File: src/logic/csio_pkg.sv
// Shared constants, register map and types of the clock-synchronous serial channel
package csio_pkg;
    // Register byte addresses (Avalon word aligned)
    localparam logic [3:0] ADDR_CONTROL_ZERO = 4'h0; // serial_control_zero
    localparam logic [3:0] ADDR_CONTROL_ONE = 4'h4; // serial_control_one
    localparam logic [3:0] ADDR_TRANSMIT = 4'h8; // transmit_buffer
    localparam logic [3:0] ADDR_RECEIVE = 4'hc; // receive_buffer
    // serial_control_zero fields
    localparam int C0_INTCLK = 0; // 1 internal shift clock
    localparam int C0_POLARITY = 1; // clock_polarity_select
    localparam int C0_RTS_SEL = 2; // 1 request-to-send function
    localparam int C0_CTS_SEL = 3; // 1 clear-to-send function
    localparam int C0_NMI_CUT = 4; // nmi_cutoff_enable
    localparam int C0_SMART = 5; // smart-card mode
    // serial_control_one fields
    localparam int C1_TX_EN = 0; // transmit_enable_bit
    localparam int C1_TX_EMPTY = 1; // transmit_buffer_empty_flag (read only)
    localparam int C1_RX_EN = 2; // receive_enable_bit
    localparam int C1_RX_FULL = 3; // receive_buffer_full_flag (read only)
    localparam int C1_IRQ_SRC = 4; // transmit_irq_source_select
    localparam int C1_ERR_OUT = 5; // error_signal_output_enable
    localparam int C1_TX_IRQ = 6; // transmit interrupt_request_flag, write 0 clears
    localparam int C1_RX_IRQ = 7; // receive interrupt_request_flag, write 0 clears
    // receive_buffer fields
    localparam int RB_OVERRUN = 8; // overrun_error_flag
    // Reset values
    localparam logic [5:0] CONTROL_ZERO_RESET = 6'h00;
    localparam logic [7:0] BYTE_RESET = 8'h00;
    // Bits per transfer and internal clock half period in mclk cycles
    localparam int FRAME_BITS = 8;
    localparam logic [3:0] FRAME_BITS_M1 = 4'h7;
    localparam int HALF_PERIOD_NS = 80;
    localparam int CLK_NS = 10;
    localparam logic [7:0] HALF_CYCLES = 8'((HALF_PERIOD_NS + CLK_NS - 1) / CLK_NS);

    typedef struct packed {
        logic read;
        logic write;
        logic [3:0] address;
        logic [31:0] writedata;
    } bus_req_t;

    typedef struct packed {
        logic out; // level driven
        logic oe; // high while driving
    } pin_drive_t;

    typedef enum logic [2:0] {
        ST_IDLE = 3'b001,
        ST_SHIFT = 3'b010,
        ST_DONE = 3'b100
    } shift_state_t;
endpackage : csio_pkg

File: src/logic/pin_sync.sv
// Two-stage synchroniser for one pin input
`timescale 1ns/1ps
module pin_sync (
    input wire logic mclk, // System clock
    input wire logic srst, // Sync reset
    input wire logic pinIn, // Asynchronous level
    output logic syncOut // Synchronised level
);
    logic stage1;
    logic next_stage1;
    logic next_syncOut;

    // First stage only feeds the second
    always_comb begin
        next_stage1 = pinIn;
        next_syncOut = stage1;
    end

    always_ff @(posedge mclk) begin
        if (srst) begin
            stage1 <= 1'b1;
            syncOut <= 1'b1;
        end else begin
            stage1 <= next_stage1;
            syncOut <= next_syncOut;
        end
    end
endmodule : pin_sync

File: src/logic/clock_sync_serial_port.sv
// Clock-synchronous serial channel with Avalon-MM register slave
//
// Our own choices: the address map and the Avalon-MM interface to the registers.
`timescale 1ns/1ps
// Behaviour
// - With external clock and request-to-send on, the request output goes low when ready to receive and high when reception starts.
// - With internal clock the request-to-send function leaves the request output untouched.
// - With NMI cutoff enabled and NMI low, request-to-send and shift clock pins go high impedance.
// - Polarity 0 launches data on falling and samples on rising edges; polarity 1 swaps them.
// - External-clock transmit starts only with transmit enabled, buffer full, clear-to-send low if used, clock idle.
// - The shift clock comes only from transmitter activity; dummy data goes out while receiving.
// - Internal clock starts once transmit is enabled and a byte is written to the transmit buffer.
// - With external clock, shifting proceeds only on clock pulses from the peer.
// - A new byte arriving while the receive buffer is full sets the overrun flag.
// - An overrun leaves the receive interrupt request flag unchanged.
// - External-clock receive starts only with receive and transmit enabled, buffer full, clock idle.
// - In smart-card mode setting both transmit-complete source and error output bits raises a transmit request.
module clock_sync_serial_port (
    input wire logic mclk, // System clock, 100 MHz
    input wire logic srst, // Sync reset, active high
    input wire logic [3:0] avsAddress, // Byte address
    input wire logic avsRead, // Read strobe
    input wire logic avsWrite, // Write strobe
    input wire logic [31:0] avsWritedata, // Write data
    input wire logic [3:0] avsByteenable, // Byte lanes
    output logic [31:0] avsReaddata, // Read data
    output logic avsWaitrequest, // Stall
    input wire logic serialClkIn, // Shift clock pin input
    output logic serialClkOut, // Shift clock pin output
    output logic serialClkOe, // Shift clock drive enable
    output logic serialDataOut, // serial_data_out_pin
    input wire logic serialDataIn, // Receive data pin
    output logic rtsOut, // Request-to-send level
    output logic rtsOe, // Request-to-send drive enable
    input wire logic ctsIn, // Clear-to-send, low active
    input wire logic nmiIn, // NMI, low active
    output logic txIrq, // Transmit interrupt_request_flag
    output logic rxIrq // Receive interrupt_request_flag
);
    import csio_pkg::*;

    logic clkSync, dataSync, ctsSync, nmiSync;
    logic [5:0] control0, next_control0;
    logic txEn, next_txEn, rxEn, next_rxEn, irqSrc, next_irqSrc, errOut, next_errOut;
    logic txEmpty, next_txEmpty, rxFull, next_rxFull, overrun, next_overrun;
    logic txIrqR, next_txIrqR, rxIrqR, next_rxIrqR;
    logic [7:0] txBuf, next_txBuf, rxBuf, next_rxBuf;
    logic [7:0] shiftReg, next_shiftReg;
    logic [3:0] bitCount, next_bitCount;
    logic [7:0] divCount, next_divCount;
    logic clkPrev, next_clkPrev, genClk, next_genClk, dataOut, next_dataOut;
    logic rxActive, next_rxActive, waitDone, next_waitDone;
    logic [31:0] next_readdata;
    shift_state_t state, next_state;
    logic internalClk, polarity, idleLevel, launchEdge, sampleEdge, clkLevel;
    logic startOk, frameDone, wrHit, rdHit;

    // Input pins cross into mclk before use
    pin_sync syncClk (.mclk(mclk), .srst(srst), .pinIn(serialClkIn), .syncOut(clkSync));
    pin_sync syncData (.mclk(mclk), .srst(srst), .pinIn(serialDataIn), .syncOut(dataSync));
    pin_sync syncCts (.mclk(mclk), .srst(srst), .pinIn(ctsIn), .syncOut(ctsSync));
    pin_sync syncNmi (.mclk(mclk), .srst(srst), .pinIn(nmiIn), .syncOut(nmiSync));

    // Mode decode
    always_comb begin
        internalClk = control0[C0_INTCLK];
        polarity = control0[C0_POLARITY];
        idleLevel = ~polarity; // Polarity 0 idles high
        clkLevel = internalClk ? genClk : clkSync;
        // Launch on falling for 0, rising for 1; sample on the other edge
        launchEdge = (clkPrev != clkLevel) && (clkLevel == polarity);
        sampleEdge = (clkPrev != clkLevel) && (clkLevel != polarity);
        frameDone = sampleEdge && (bitCount == FRAME_BITS_M1);
        wrHit = avsWrite && !avsWaitrequest;
        rdHit = avsRead && !avsWaitrequest;
    end

    // Start condition: transmitter drives every transfer, receive included
    always_comb begin
        startOk = txEn && !txEmpty;
        if (!internalClk) begin
            // External clock must idle and clear-to-send be low if used
            startOk = startOk && (clkSync == idleLevel)
                && !(control0[C0_CTS_SEL] && ctsSync);
        end
    end

    // Shift engine next state
    always_comb begin
        next_state = state;
        next_shiftReg = shiftReg;
        next_bitCount = bitCount;
        next_divCount = divCount;
        next_genClk = genClk;
        next_clkPrev = clkLevel;
        next_dataOut = dataOut;
        next_rxActive = rxActive;
        case (state)
            ST_IDLE: begin
                next_genClk = idleLevel;
                next_divCount = BYTE_RESET;
                next_bitCount = 4'h0;
                if (startOk) begin
                    next_state = ST_SHIFT;
                    next_shiftReg = txBuf; // Dummy byte when only receiving
                    next_dataOut = txBuf[0];
                    next_rxActive = rxEn;
                end
            end
            ST_SHIFT: begin
                // Internal divider toggles the clock; external waits on the peer
                if (internalClk) begin
                    if (divCount == HALF_CYCLES - 8'h01) begin
                        next_divCount = BYTE_RESET;
                        next_genClk = ~genClk;
                    end else begin
                        next_divCount = divCount + 8'h01;
                    end
                end
                if (sampleEdge) begin
                    next_shiftReg = {dataSync, shiftReg[7:1]};
                    next_bitCount = bitCount + 4'h1;
                end
                if (launchEdge && bitCount != 4'h0) begin
                    next_dataOut = shiftReg[0];
                end
                if (frameDone) begin
                    next_state = ST_DONE;
                end
            end
            ST_DONE: begin
                // Let the clock return to idle before the next frame
                next_genClk = idleLevel;
                next_state = ST_IDLE;
                next_rxActive = 1'b0;
            end
            default: begin
                next_state = ST_IDLE;
            end
        endcase
    end

    always_ff @(posedge mclk) begin
        if (srst) begin
            state <= ST_IDLE;
            shiftReg <= BYTE_RESET;
            bitCount <= 4'h0;
            divCount <= BYTE_RESET;
            genClk <= 1'b1;
            clkPrev <= 1'b1;
            dataOut <= 1'b1;
            rxActive <= 1'b0;
        end else begin
            state <= next_state;
            shiftReg <= next_shiftReg;
            bitCount <= next_bitCount;
            divCount <= next_divCount;
            genClk <= next_genClk;
            clkPrev <= next_clkPrev;
            dataOut <= next_dataOut;
            rxActive <= next_rxActive;
        end
    end

    // Register file next values; hardware sets win over software clears
    always_comb begin
        next_control0 = control0;
        next_txEn = txEn;
        next_rxEn = rxEn;
        next_irqSrc = irqSrc;
        next_errOut = errOut;
        next_txEmpty = txEmpty;
        next_txBuf = txBuf;
        next_rxFull = rxFull;
        next_rxBuf = rxBuf;
        next_overrun = overrun;
        next_txIrqR = txIrqR;
        next_rxIrqR = rxIrqR;
        next_waitDone = (avsRead || avsWrite) && !waitDone;
        if (wrHit && avsByteenable[0]) begin
            case (avsAddress)
                ADDR_CONTROL_ZERO: next_control0 = avsWritedata[5:0];
                ADDR_CONTROL_ONE: begin
                    next_txEn = avsWritedata[C1_TX_EN];
                    next_rxEn = avsWritedata[C1_RX_EN];
                    next_irqSrc = avsWritedata[C1_IRQ_SRC];
                    next_errOut = avsWritedata[C1_ERR_OUT];
                    if (!avsWritedata[C1_TX_IRQ]) next_txIrqR = 1'b0;
                    if (!avsWritedata[C1_RX_IRQ]) next_rxIrqR = 1'b0;
                end
                ADDR_TRANSMIT: begin
                    next_txBuf = avsWritedata[7:0];
                    next_txEmpty = 1'b0;
                end
                default: begin
                end
            endcase
        end
        // Reading the receive buffer frees it and clears overrun
        if (rdHit && avsAddress == ADDR_RECEIVE) begin
            next_rxFull = 1'b0;
            next_overrun = 1'b0;
        end
        // Buffer moves into the shifter at frame start
        if (state == ST_IDLE && startOk) begin
            next_txEmpty = 1'b1;
        end
        if (frameDone && rxActive) begin
            if (rxFull) begin
                next_overrun = 1'b1; // Buffer contents undefined, keep new byte
                next_rxFull = 1'b1; // Set wins over a read in the same cycle
                next_rxBuf = {dataSync, shiftReg[7:1]};
                // Receive request flag left alone
            end else begin
                next_rxBuf = {dataSync, shiftReg[7:1]};
                next_rxFull = 1'b1;
                next_rxIrqR = 1'b1;
            end
        end
        if (frameDone && irqSrc) begin
            next_txIrqR = 1'b1;
        end
        // Smart-card quirk: the two bits becoming both one, whichever was set last, raises a request
        if (control0[C0_SMART] && next_irqSrc && next_errOut && !(irqSrc && errOut)) begin
            next_txIrqR = 1'b1;
        end
        next_readdata = 32'h0;
        case (avsAddress)
            ADDR_CONTROL_ZERO: next_readdata = {26'h0, control0};
            ADDR_CONTROL_ONE: next_readdata = {24'h0, rxIrqR, txIrqR, errOut, irqSrc,
                rxFull, rxEn, txEmpty, txEn};
            ADDR_RECEIVE: next_readdata = {23'h0, overrun, rxBuf};
            default: next_readdata = 32'h0; // Unmapped reads zero
        endcase
    end

    always_ff @(posedge mclk) begin
        if (srst) begin
            control0 <= CONTROL_ZERO_RESET;
            txEn <= 1'b0;
            rxEn <= 1'b0;
            irqSrc <= 1'b0;
            errOut <= 1'b0;
            txEmpty <= 1'b1;
            txBuf <= BYTE_RESET;
            rxFull <= 1'b0;
            rxBuf <= BYTE_RESET;
            overrun <= 1'b0;
            txIrqR <= 1'b0;
            rxIrqR <= 1'b0;
            waitDone <= 1'b0;
            avsReaddata <= 32'h0;
        end else begin
            control0 <= next_control0;
            txEn <= next_txEn;
            rxEn <= next_rxEn;
            irqSrc <= next_irqSrc;
            errOut <= next_errOut;
            txEmpty <= next_txEmpty;
            txBuf <= next_txBuf;
            rxFull <= next_rxFull;
            rxBuf <= next_rxBuf;
            overrun <= next_overrun;
            txIrqR <= next_txIrqR;
            rxIrqR <= next_rxIrqR;
            waitDone <= next_waitDone;
            avsReaddata <= next_readdata;
        end
    end

    // One wait state gives registered read data
    assign avsWaitrequest = (avsRead || avsWrite) && !waitDone;

    // Pin drivers
    always_comb begin
        serialDataOut = dataOut;
        txIrq = txIrqR;
        rxIrq = rxIrqR;
        serialClkOut = genClk;
        serialClkOe = internalClk && !(control0[C0_NMI_CUT] && !nmiSync);
        // Low when ready to receive, high once a frame runs
        rtsOut = internalClk || !(rxEn && state == ST_IDLE && !rxFull); // Held high
        rtsOe = control0[C0_RTS_SEL] && !internalClk
            && !(control0[C0_NMI_CUT] && !nmiSync);
    end
endmodule : clock_sync_serial_port

File: config.mk
export PLATFORM = sky130hd
export DESIGN_NAME = clock_sync_serial_port
export DESIGN_NICKNAME = d
export VERILOG_FILES = /design/src/logic/csio_pkg.sv /design/src/logic/pin_sync.sv /design/src/logic/clock_sync_serial_port.sv
export SDC_FILE = /design/constraint.sdc
export NUM_CORES = 1
export LEC_CHECK = 0
export BUFFER_PORTS_ARGS = -buffer_cell sky130_fd_sc_hd__buf_2
export CAP_MARGIN = 20
export CORE_AREA = 2 2 93 95
export DETAILED_ROUTE_END_ITERATION = 10
export DIE_AREA = 0 0 95 97
export PLACE_DENSITY = 0.68
export SLEW_MARGIN = 20
export SYNTH_ARGS = -nofsm -noshare
export SYNTH_HDL_FRONTEND = slang
export SYNTH_SLANG_ARGS = --single-unit
File: constraint.sdc
create_clock -name mclk -period 4.9 [get_ports mclk]
set_input_delay 0.245 -clock mclk [delete_from_list [all_inputs] [get_ports mclk]]
set_output_delay 0.245 -clock mclk [all_outputs]
set_load 0.05 [all_outputs]
=== Yosys cells after proc, flatten, opt, wreduce, memory -nomap -nowiden ===
Index checks and enable logic that the tools add are counted.

* Flip-flop bits (word level): 99
* Output and inout port bits: 40

* $add $sub $neg: 2
* Bitwise gates (word level): 2
* Eq/ne operators: 19
* Reduce and logical (&&, ||, !) cells: 59
* Muxes and demuxes: 41

{| class="wikitable"
|+ Operators by type and width
! kind !! count
|-
| 8-bit two-way mux || 4
|-
| 8-bit one-hot mux with 2 select lines || 2
|-
| 9-bit one-hot mux with 3 select lines || 1
|-
| 1-bit logical AND || 26
|-
| 1-bit two-way mux || 26
|-
| 2-bit AND reduction || 7
|-
| 2-bit inequality test, second input constant || 6
|-
| 3-bit AND reduction || 4
|-
| 1-bit logical NOT || 10
|-
| 8-bit by 1-bit adder with 8-bit output, second input constant || 1
|-
| 4-bit by 3-bit equality test with 1-bit output, second input constant || 2
|-
| 4-bit equality test, second input constant || 2
|-
| 8-bit by 3-bit equality test with 1-bit output, second input constant || 1
|-
| 4-bit one-hot mux with 2 select lines || 1
|-
| 2-bit nonzero test || 4
|-
| 3-bit two-way mux || 2
|-
| 1-bit one-hot mux with 2 select lines || 3
|-
| 3-bit one-hot mux with 2 select lines || 1
|-
| 3-bit nonzero test || 2
|-
| 4-bit by 1-bit adder with 4-bit output, second input constant || 1
|-
| 4-bit logical NOT || 1
|-
| 4-bit two-way mux || 1
|-
| 4-bit nonzero test || 1
|-
| 2-bit OR reduction || 2
|-
| other kinds (8) || 12
|}

=== Depth between registers and ports, before layout ===
* Depth in word-level cells: 11
* Mapped depth: 6
* Depth with buffers taken out: 5

=== By module ===
A second synthesis with hierarchy kept.

* Cell total of the unflattened synthesis: 374
* Area total of the unflattened synthesis: 3405.8 sq um

{| class="wikitable"
|+ By module, submodules not included
! module !! area each (sq um) !! cells each !! instances
|-
| clock_sync_serial_port || 3195.6 || 358 || 1
|-
| pin_sync || 52.6 || 4 || 4
|}

=== Worst setup path before layout ===
Ideal clock, no wire load.

* Path type: reg-to-reg
* From: reg genClk (netlist: serialClkOut)
* To: reg shiftReg[1]
* Clock period less this slack: 2.046 ns
* Data required time: 4.754 ns
* Cell stages (with the launch flop): 5
* Slack: 2.854 ns
* Setup time: 0.146 ns
* Arrival: 1.900 ns
* Path through: dfxtp_1 -> mux2i_1 -> mux2_2 -> a211oi_2 -> a22oi_1

* Longest elaborated chain between the ends: 5

{| class="wikitable"
|+ RTL lines
! what !! RTL line !! source
|-
| from (decl) || clock_sync_serial_port.sv:51 || <nowiki>logic clkPrev, next_clkPrev, genClk, next_genClk, dataOut, next_dataOut;</nowiki>
|-
| from (signal assigned) || clock_sync_serial_port.sv:158 || <nowiki>genClk <= next_genClk;</nowiki>
|-
| 1-bit two-way mux * || clock_sync_serial_port.sv:69 || <nowiki>clkLevel = internalClk ? genClk : clkSync;</nowiki>
|-
| 1-bit inequality test || clock_sync_serial_port.sv:72 || <nowiki>sampleEdge = (clkPrev != clkLevel) && (clkLevel != polarity);</nowiki>
|-
| 1-bit logical AND * || clock_sync_serial_port.sv:72 ||
|-
| 2-bit inequality test (no line) * || - ||
|-
| 3-bit AND reduction (no line) * || - ||
|-
| to (signal assigned) || clock_sync_serial_port.sv:155 || <nowiki>shiftReg <= next_shiftReg;</nowiki>
|-
| to (decl) || clock_sync_serial_port.sv:48 || <nowiki>logic [7:0] shiftReg, next_shiftReg;</nowiki>
|}

Mark *: on every way between the ends. The rest lies on a longest branch, timed or not.
A chain may end at the register's enable or synchronous reset.

=== Final worst setup path ===
* From: reg control0[0]
* To: reg shiftReg[4]

* Longest elaborated chain between the ends: 5

{| class="wikitable"
|+ RTL lines
! what !! RTL line !! source
|-
| from (decl) || clock_sync_serial_port.sv:43 || <nowiki>logic [5:0] control0, next_control0;</nowiki>
|-
| from (signal assigned) || clock_sync_serial_port.sv:254 || <nowiki>control0 <= next_control0;</nowiki>
|-
| 1-bit two-way mux || clock_sync_serial_port.sv:69 ||
|-
| 1-bit inequality test || clock_sync_serial_port.sv:72 ||
|-
| 1-bit logical AND || clock_sync_serial_port.sv:72 ||
|-
| 2-bit inequality test (no line) || - ||
|-
| 3-bit AND reduction (no line) * || - ||
|}

Marks and branches as above.

==> results <==
- The proportion of power drawn by flip-flops and latches is 0.539.
- The post-synthesis compound-gate area fraction is 0.1533.
- The switching portion of total power is 0.2664.
- After synthesis, the share of cell area in mux cells is 0.1043.
- The setup-violating endpoint count in the final report is 0.
- After clock tree synthesis, the clock-pin slew on the worst setup and hold paths is 0.09 ns.
- STA classifies the critical path startpoint as a flop.
- The cell count after synthesis is 407.
- Derived from the worst setup path, the maximum achievable clock frequency is 401.6 MHz.
- The worst-case clock skew is 0.01235 ns.
- The most used flip-flop cell after synthesis is dfxtp_1.
- The portion of the post-synthesis area used by sequential elements is 0.4228.
- In this run the count of I/O pins placed on the die edge is 88.
- At the worst endpoint, the required time is 5.10 ns.
- The share of final-layout standard cells stronger than drive strength 1 is 0.1670.
- In this run the static leakage power is 1.560 nW.
- The number of DRC markers in iteration 0 is 209.
- TritonCTS built the clock tree.
- The tree is rooted in a clkbuf_8.
- The final HPWL from detailed placement is 5.657 mm.
- The detailed-routing iteration count for the pre-antenna-repair pass is 5.
- The count of hold-fix buffers inserted at cts is 0.
- In the finished design, the share of the clock period the worst path needs comes to 0.5082.
- After synthesis, the netlist uses 58 different library cells.
- The startpoint identified for the worst hold timing path is nmiIn.
- The run finished with clean final reports.
- Walking the worst path, the cells encountered are mux2i_1 -> mux2_2 -> a211oi_2 -> a22oi_1.
- The worst setup path is captured at a flop.
- The worst hold-check path type is primary input to flop.
- The effective utilization at floorplan is 0.4424.
- The critical path in this run is classified as flop to flop.
- The global route total overflow is 0.
- In the final design database the tool counted 483 nets.
- Along the worst hold path, the cell count comes to 2.
- The worst register-to-register path has a setup slack of 2.41 ns.
- The synthesis warning total is 0.
- The total number of vias is 2946.
- The dominant combinational cell family by area after synthesis is simple AND/OR/NAND/NOR gates.
- The final count of hold timing violations is 0.
- The worst-margin pin slew is 0.8398 ns.
- Of the total synthesized cell area, the portion taken by full adders, half adders and majority gates is 0.01043.
- The number of buffers inserted during clock tree synthesis is 9.
- The depth of the worst register-to-register path is 4.
- Leaving out fill and tap cells, the most frequent cells in the layout are dfxtp_1, nor2_1, buf_2.
- The switching power is 0.0003083 W.
- The maximum number of pins on one net before global-route repair is 49.
- The detailed-route DRC error count is 0.
- The wire length per cell is 15.14 µm.
- The number of enable flip-flop cells after synthesis is 0.
- The number of antenna violations at the first check in global routing was 0.
- The die area is 0.009215 mm².
- Of all flip-flops after synthesis, the portion carrying an async set or reset was 0.
- 0 antenna diodes ended up in the layout.
- In the final timing run, aggregate negative setup slack is 0 ns.
- The combinational fraction of design power is 0.074.
- From synthesis to final layout, the design area changed by 8.762%.
- The smallest clock period supported by the final layout is computed as 2.490 ns.
- The number of non-filler instances in the completed layout is 542.
- The global-route wire length before repair is 13.17 mm.
- The maximum buffer depth of the clock tree is 2.
- The number of placed cells counting well taps is 526.
- Along the worst path, the maximum fanout reaches 11.
- The library cell used most frequently in the layout, excluding fill and tap cells, is dfxtp_1.
- After synthesis the cells add up to 0.003598 mm².
- Setup repair after global routing left no endpoint under its margin.
- The worst register-to-register path begins at control0[0]$_SDFFE_PP0P_.
- The critical-path cell with the highest stage delay is dfxtp_1.
- In this run the core area contains 33 standard-cell rows.
- The detail route stage leaves a number of antenna-violating nets equal to 0.
- The post-CTS repair timing setup buffer count is 0.
- Measured along the y axis, the die boundary spans 97 µm.
- The later pin in the worst-skew pair is clocked with a latency of 0.35 ns.
- The share of total power dissipated in the clock network is 0.387.
- The via count of the first global-routing pass is 2705.
- The share of synthesized cell area in and, or, nand and nor gates is 0.2090.
- The number of clock sinks seen by CTS is 76.
- The XOR/XNOR share of the synthesized area is 0.01217.
- STA puts the critical path data arrival time at 2.69 ns.
- The tool flagged a number of max-cap violations equal to 0.
- The worst reg2reg path endpoint is shiftReg[4]$_SDFFE_PP0P_.
- The final layout contains routed wiring with a total length of 8.208 mm.
- In the global route stage, overall resource usage came out at 0.1818.
- Headroom to the max-slew limit came out at 0.4401.
- In this run the power density over the cells is 295.6 mW/mm².
- VDD sags by at most 0.1130 mV.
- The average instance in the mapped netlist occupies 8.841 µm².
- The final-report max-slew violation count is 0.
- The average via count per standard cell is 5.435.
- The count of buffers from port buffering is 37.
- After floorplanning, the core was sized to cover 0.008134 mm².
- Gates resized during post-CTS repair numbered 0.
- At the end of the flow the core is filled with cells to 0.4812.
- The routability-driven placement congestion ratio is 0.8024.
- On the worst path, the slowest cell contributes a delay of 0.59 ns.
- The total internal power is 0.0008488 W.
- The die is 95 µm wide.
- After synthesis the netlist holds a flip-flop and latch count of 76.
- The path with the worst hold slack has its endpoint at syncNmi.next_syncOut$_SDFF_PP1_.
- The H-tree was split into 3 levels.
-- state kept, by name, summed over array words and instances (netlist names), 3 cells and up --
register and cells:
avsReaddata 9, divCount 8, rxBuf 8, shiftReg 8, txBuf 8, control0 6
bitCount 4, state 3
-- worst max-delay path, delay by kind of cell (launching register included) --
kind / cells / cell delay, ns
AOI/OAI and AO/OA: 2 / 0.75
muxes: 2 / 1.00
DFF: 1 / 0.59
-- routing by layer --
| layer | part of all wire | global-route usage |
|---|---|---|
| met5 | 0 | 0 |
| met4 | 0.013 | 0.06020 |
| met3 | 0.050 | 0.03972 |
| met2 | 0.46 | 0.2695 |
| met1 | 0.48 | 0.2605 |
-- layout make-up --
type / count / area, µm²
repair buffers: 38 / 192.7
multi-input cells: 298 / 1847
flip-flops and latches: 76 / 1521
fillers: 781 / 4220
clock buffers: 11 / 151.4
clock inverters: 5 / 36.28
inverters: 9 / 33.78
well taps: 105 / 131.4
-- cell usage after synthesis, types with 7 or more instances --
cell | n | area [µm²]
nor2b_1 | 12 | 75.07
clkbuf_1 | 17 | 63.81
dfxtp_1 | 76 | 1521
o21ai_0 | 14 | 70.07
a21oi_1 | 24 | 120.1
nor2_1 | 46 | 172.7
a22oi_1 | 7 | 52.55
buf_4 | 23 | 172.7
o22ai_1 | 8 | 50.05
nand2_1 | 28 | 105.1
inv_1 | 9 | 33.78
or2_2 | 9 | 56.30
mux2i_1 | 33 | 330.3
nand3_1 | 15 | 75.07
-- through the flow --
step	total power, W	hold WS, ns	cell area (µm²)	worst slack (ns)
2_1_floorplan	0.0007208	0.3488	3681	2.854
3_3_place_gp	0.0007230	0.3941	3726	2.466
3_5_place_dp	0.0007237	0.3923	3726	2.411
4_1_cts	0.001163	0.06662	3914	2.389
5_1_grt	0.001199	0.07098	3914	2.178
6_report	0.001157	0.07006	3914	2.410
-- power by group through the flow --
stage / registers (W) / logic, W / clock network [W]
2_1_floorplan: 0.000638 / 0.0000829 / 0
3_3_place_gp: 0.000638 / 0.0000848 / 0
5_1_grt: 0.000624 / 0.0000922 / 0.000483
3_5_place_dp: 0.000638 / 0.0000855 / 0
6_report: 0.000624 / 0.0000861 / 0.000447
4_1_cts: 0.000624 / 0.0000857 / 0.000453
-- logic make-up (layout without fill, tap and decap cells) --
| logic type | after synthesis | after routing |
|---|---|---|
| AND/OR/NAND/NOR | 145 | 145 |
| AO/OA/AOI/OAI | 85 | 85 |
| flip-flops | 76 | 76 |
| buffers and inverters | 55 | 63 |
| multiplexers | 37 | 37 |
| XOR/XNOR | 5 | 5 |
| adder cells (fa/ha/maj) | 3 | 3 |
| other | 1 | 23 |
-- how the worst max path moves through the flow --
stage / start / to / slack [ns] / cells after the start
floorplan: serialClkOut$_SDFFE_PP1P_ / shiftReg[1]$_SDFFE_PP0P_ / 2.85 / 4
global placement: control0[0]$_SDFFE_PP0P_ / shiftReg[1]$_SDFFE_PP0P_ / 2.47 / 4
detailed placement: control0[0]$_SDFFE_PP0P_ / shiftReg[4]$_SDFFE_PP0P_ / 2.41 / 4
CTS: control0[0]$_SDFFE_PP0P_ / shiftReg[4]$_SDFFE_PP0P_ / 2.39 / 4
global route: control0[0]$_SDFFE_PP0P_ / shiftReg[6]$_SDFFE_PP0P_ / 2.18 / 4
finish: control0[0]$_SDFFE_PP0P_ / shiftReg[4]$_SDFFE_PP0P_ / 2.41 / 4
(Power assumes the default switching activity.)
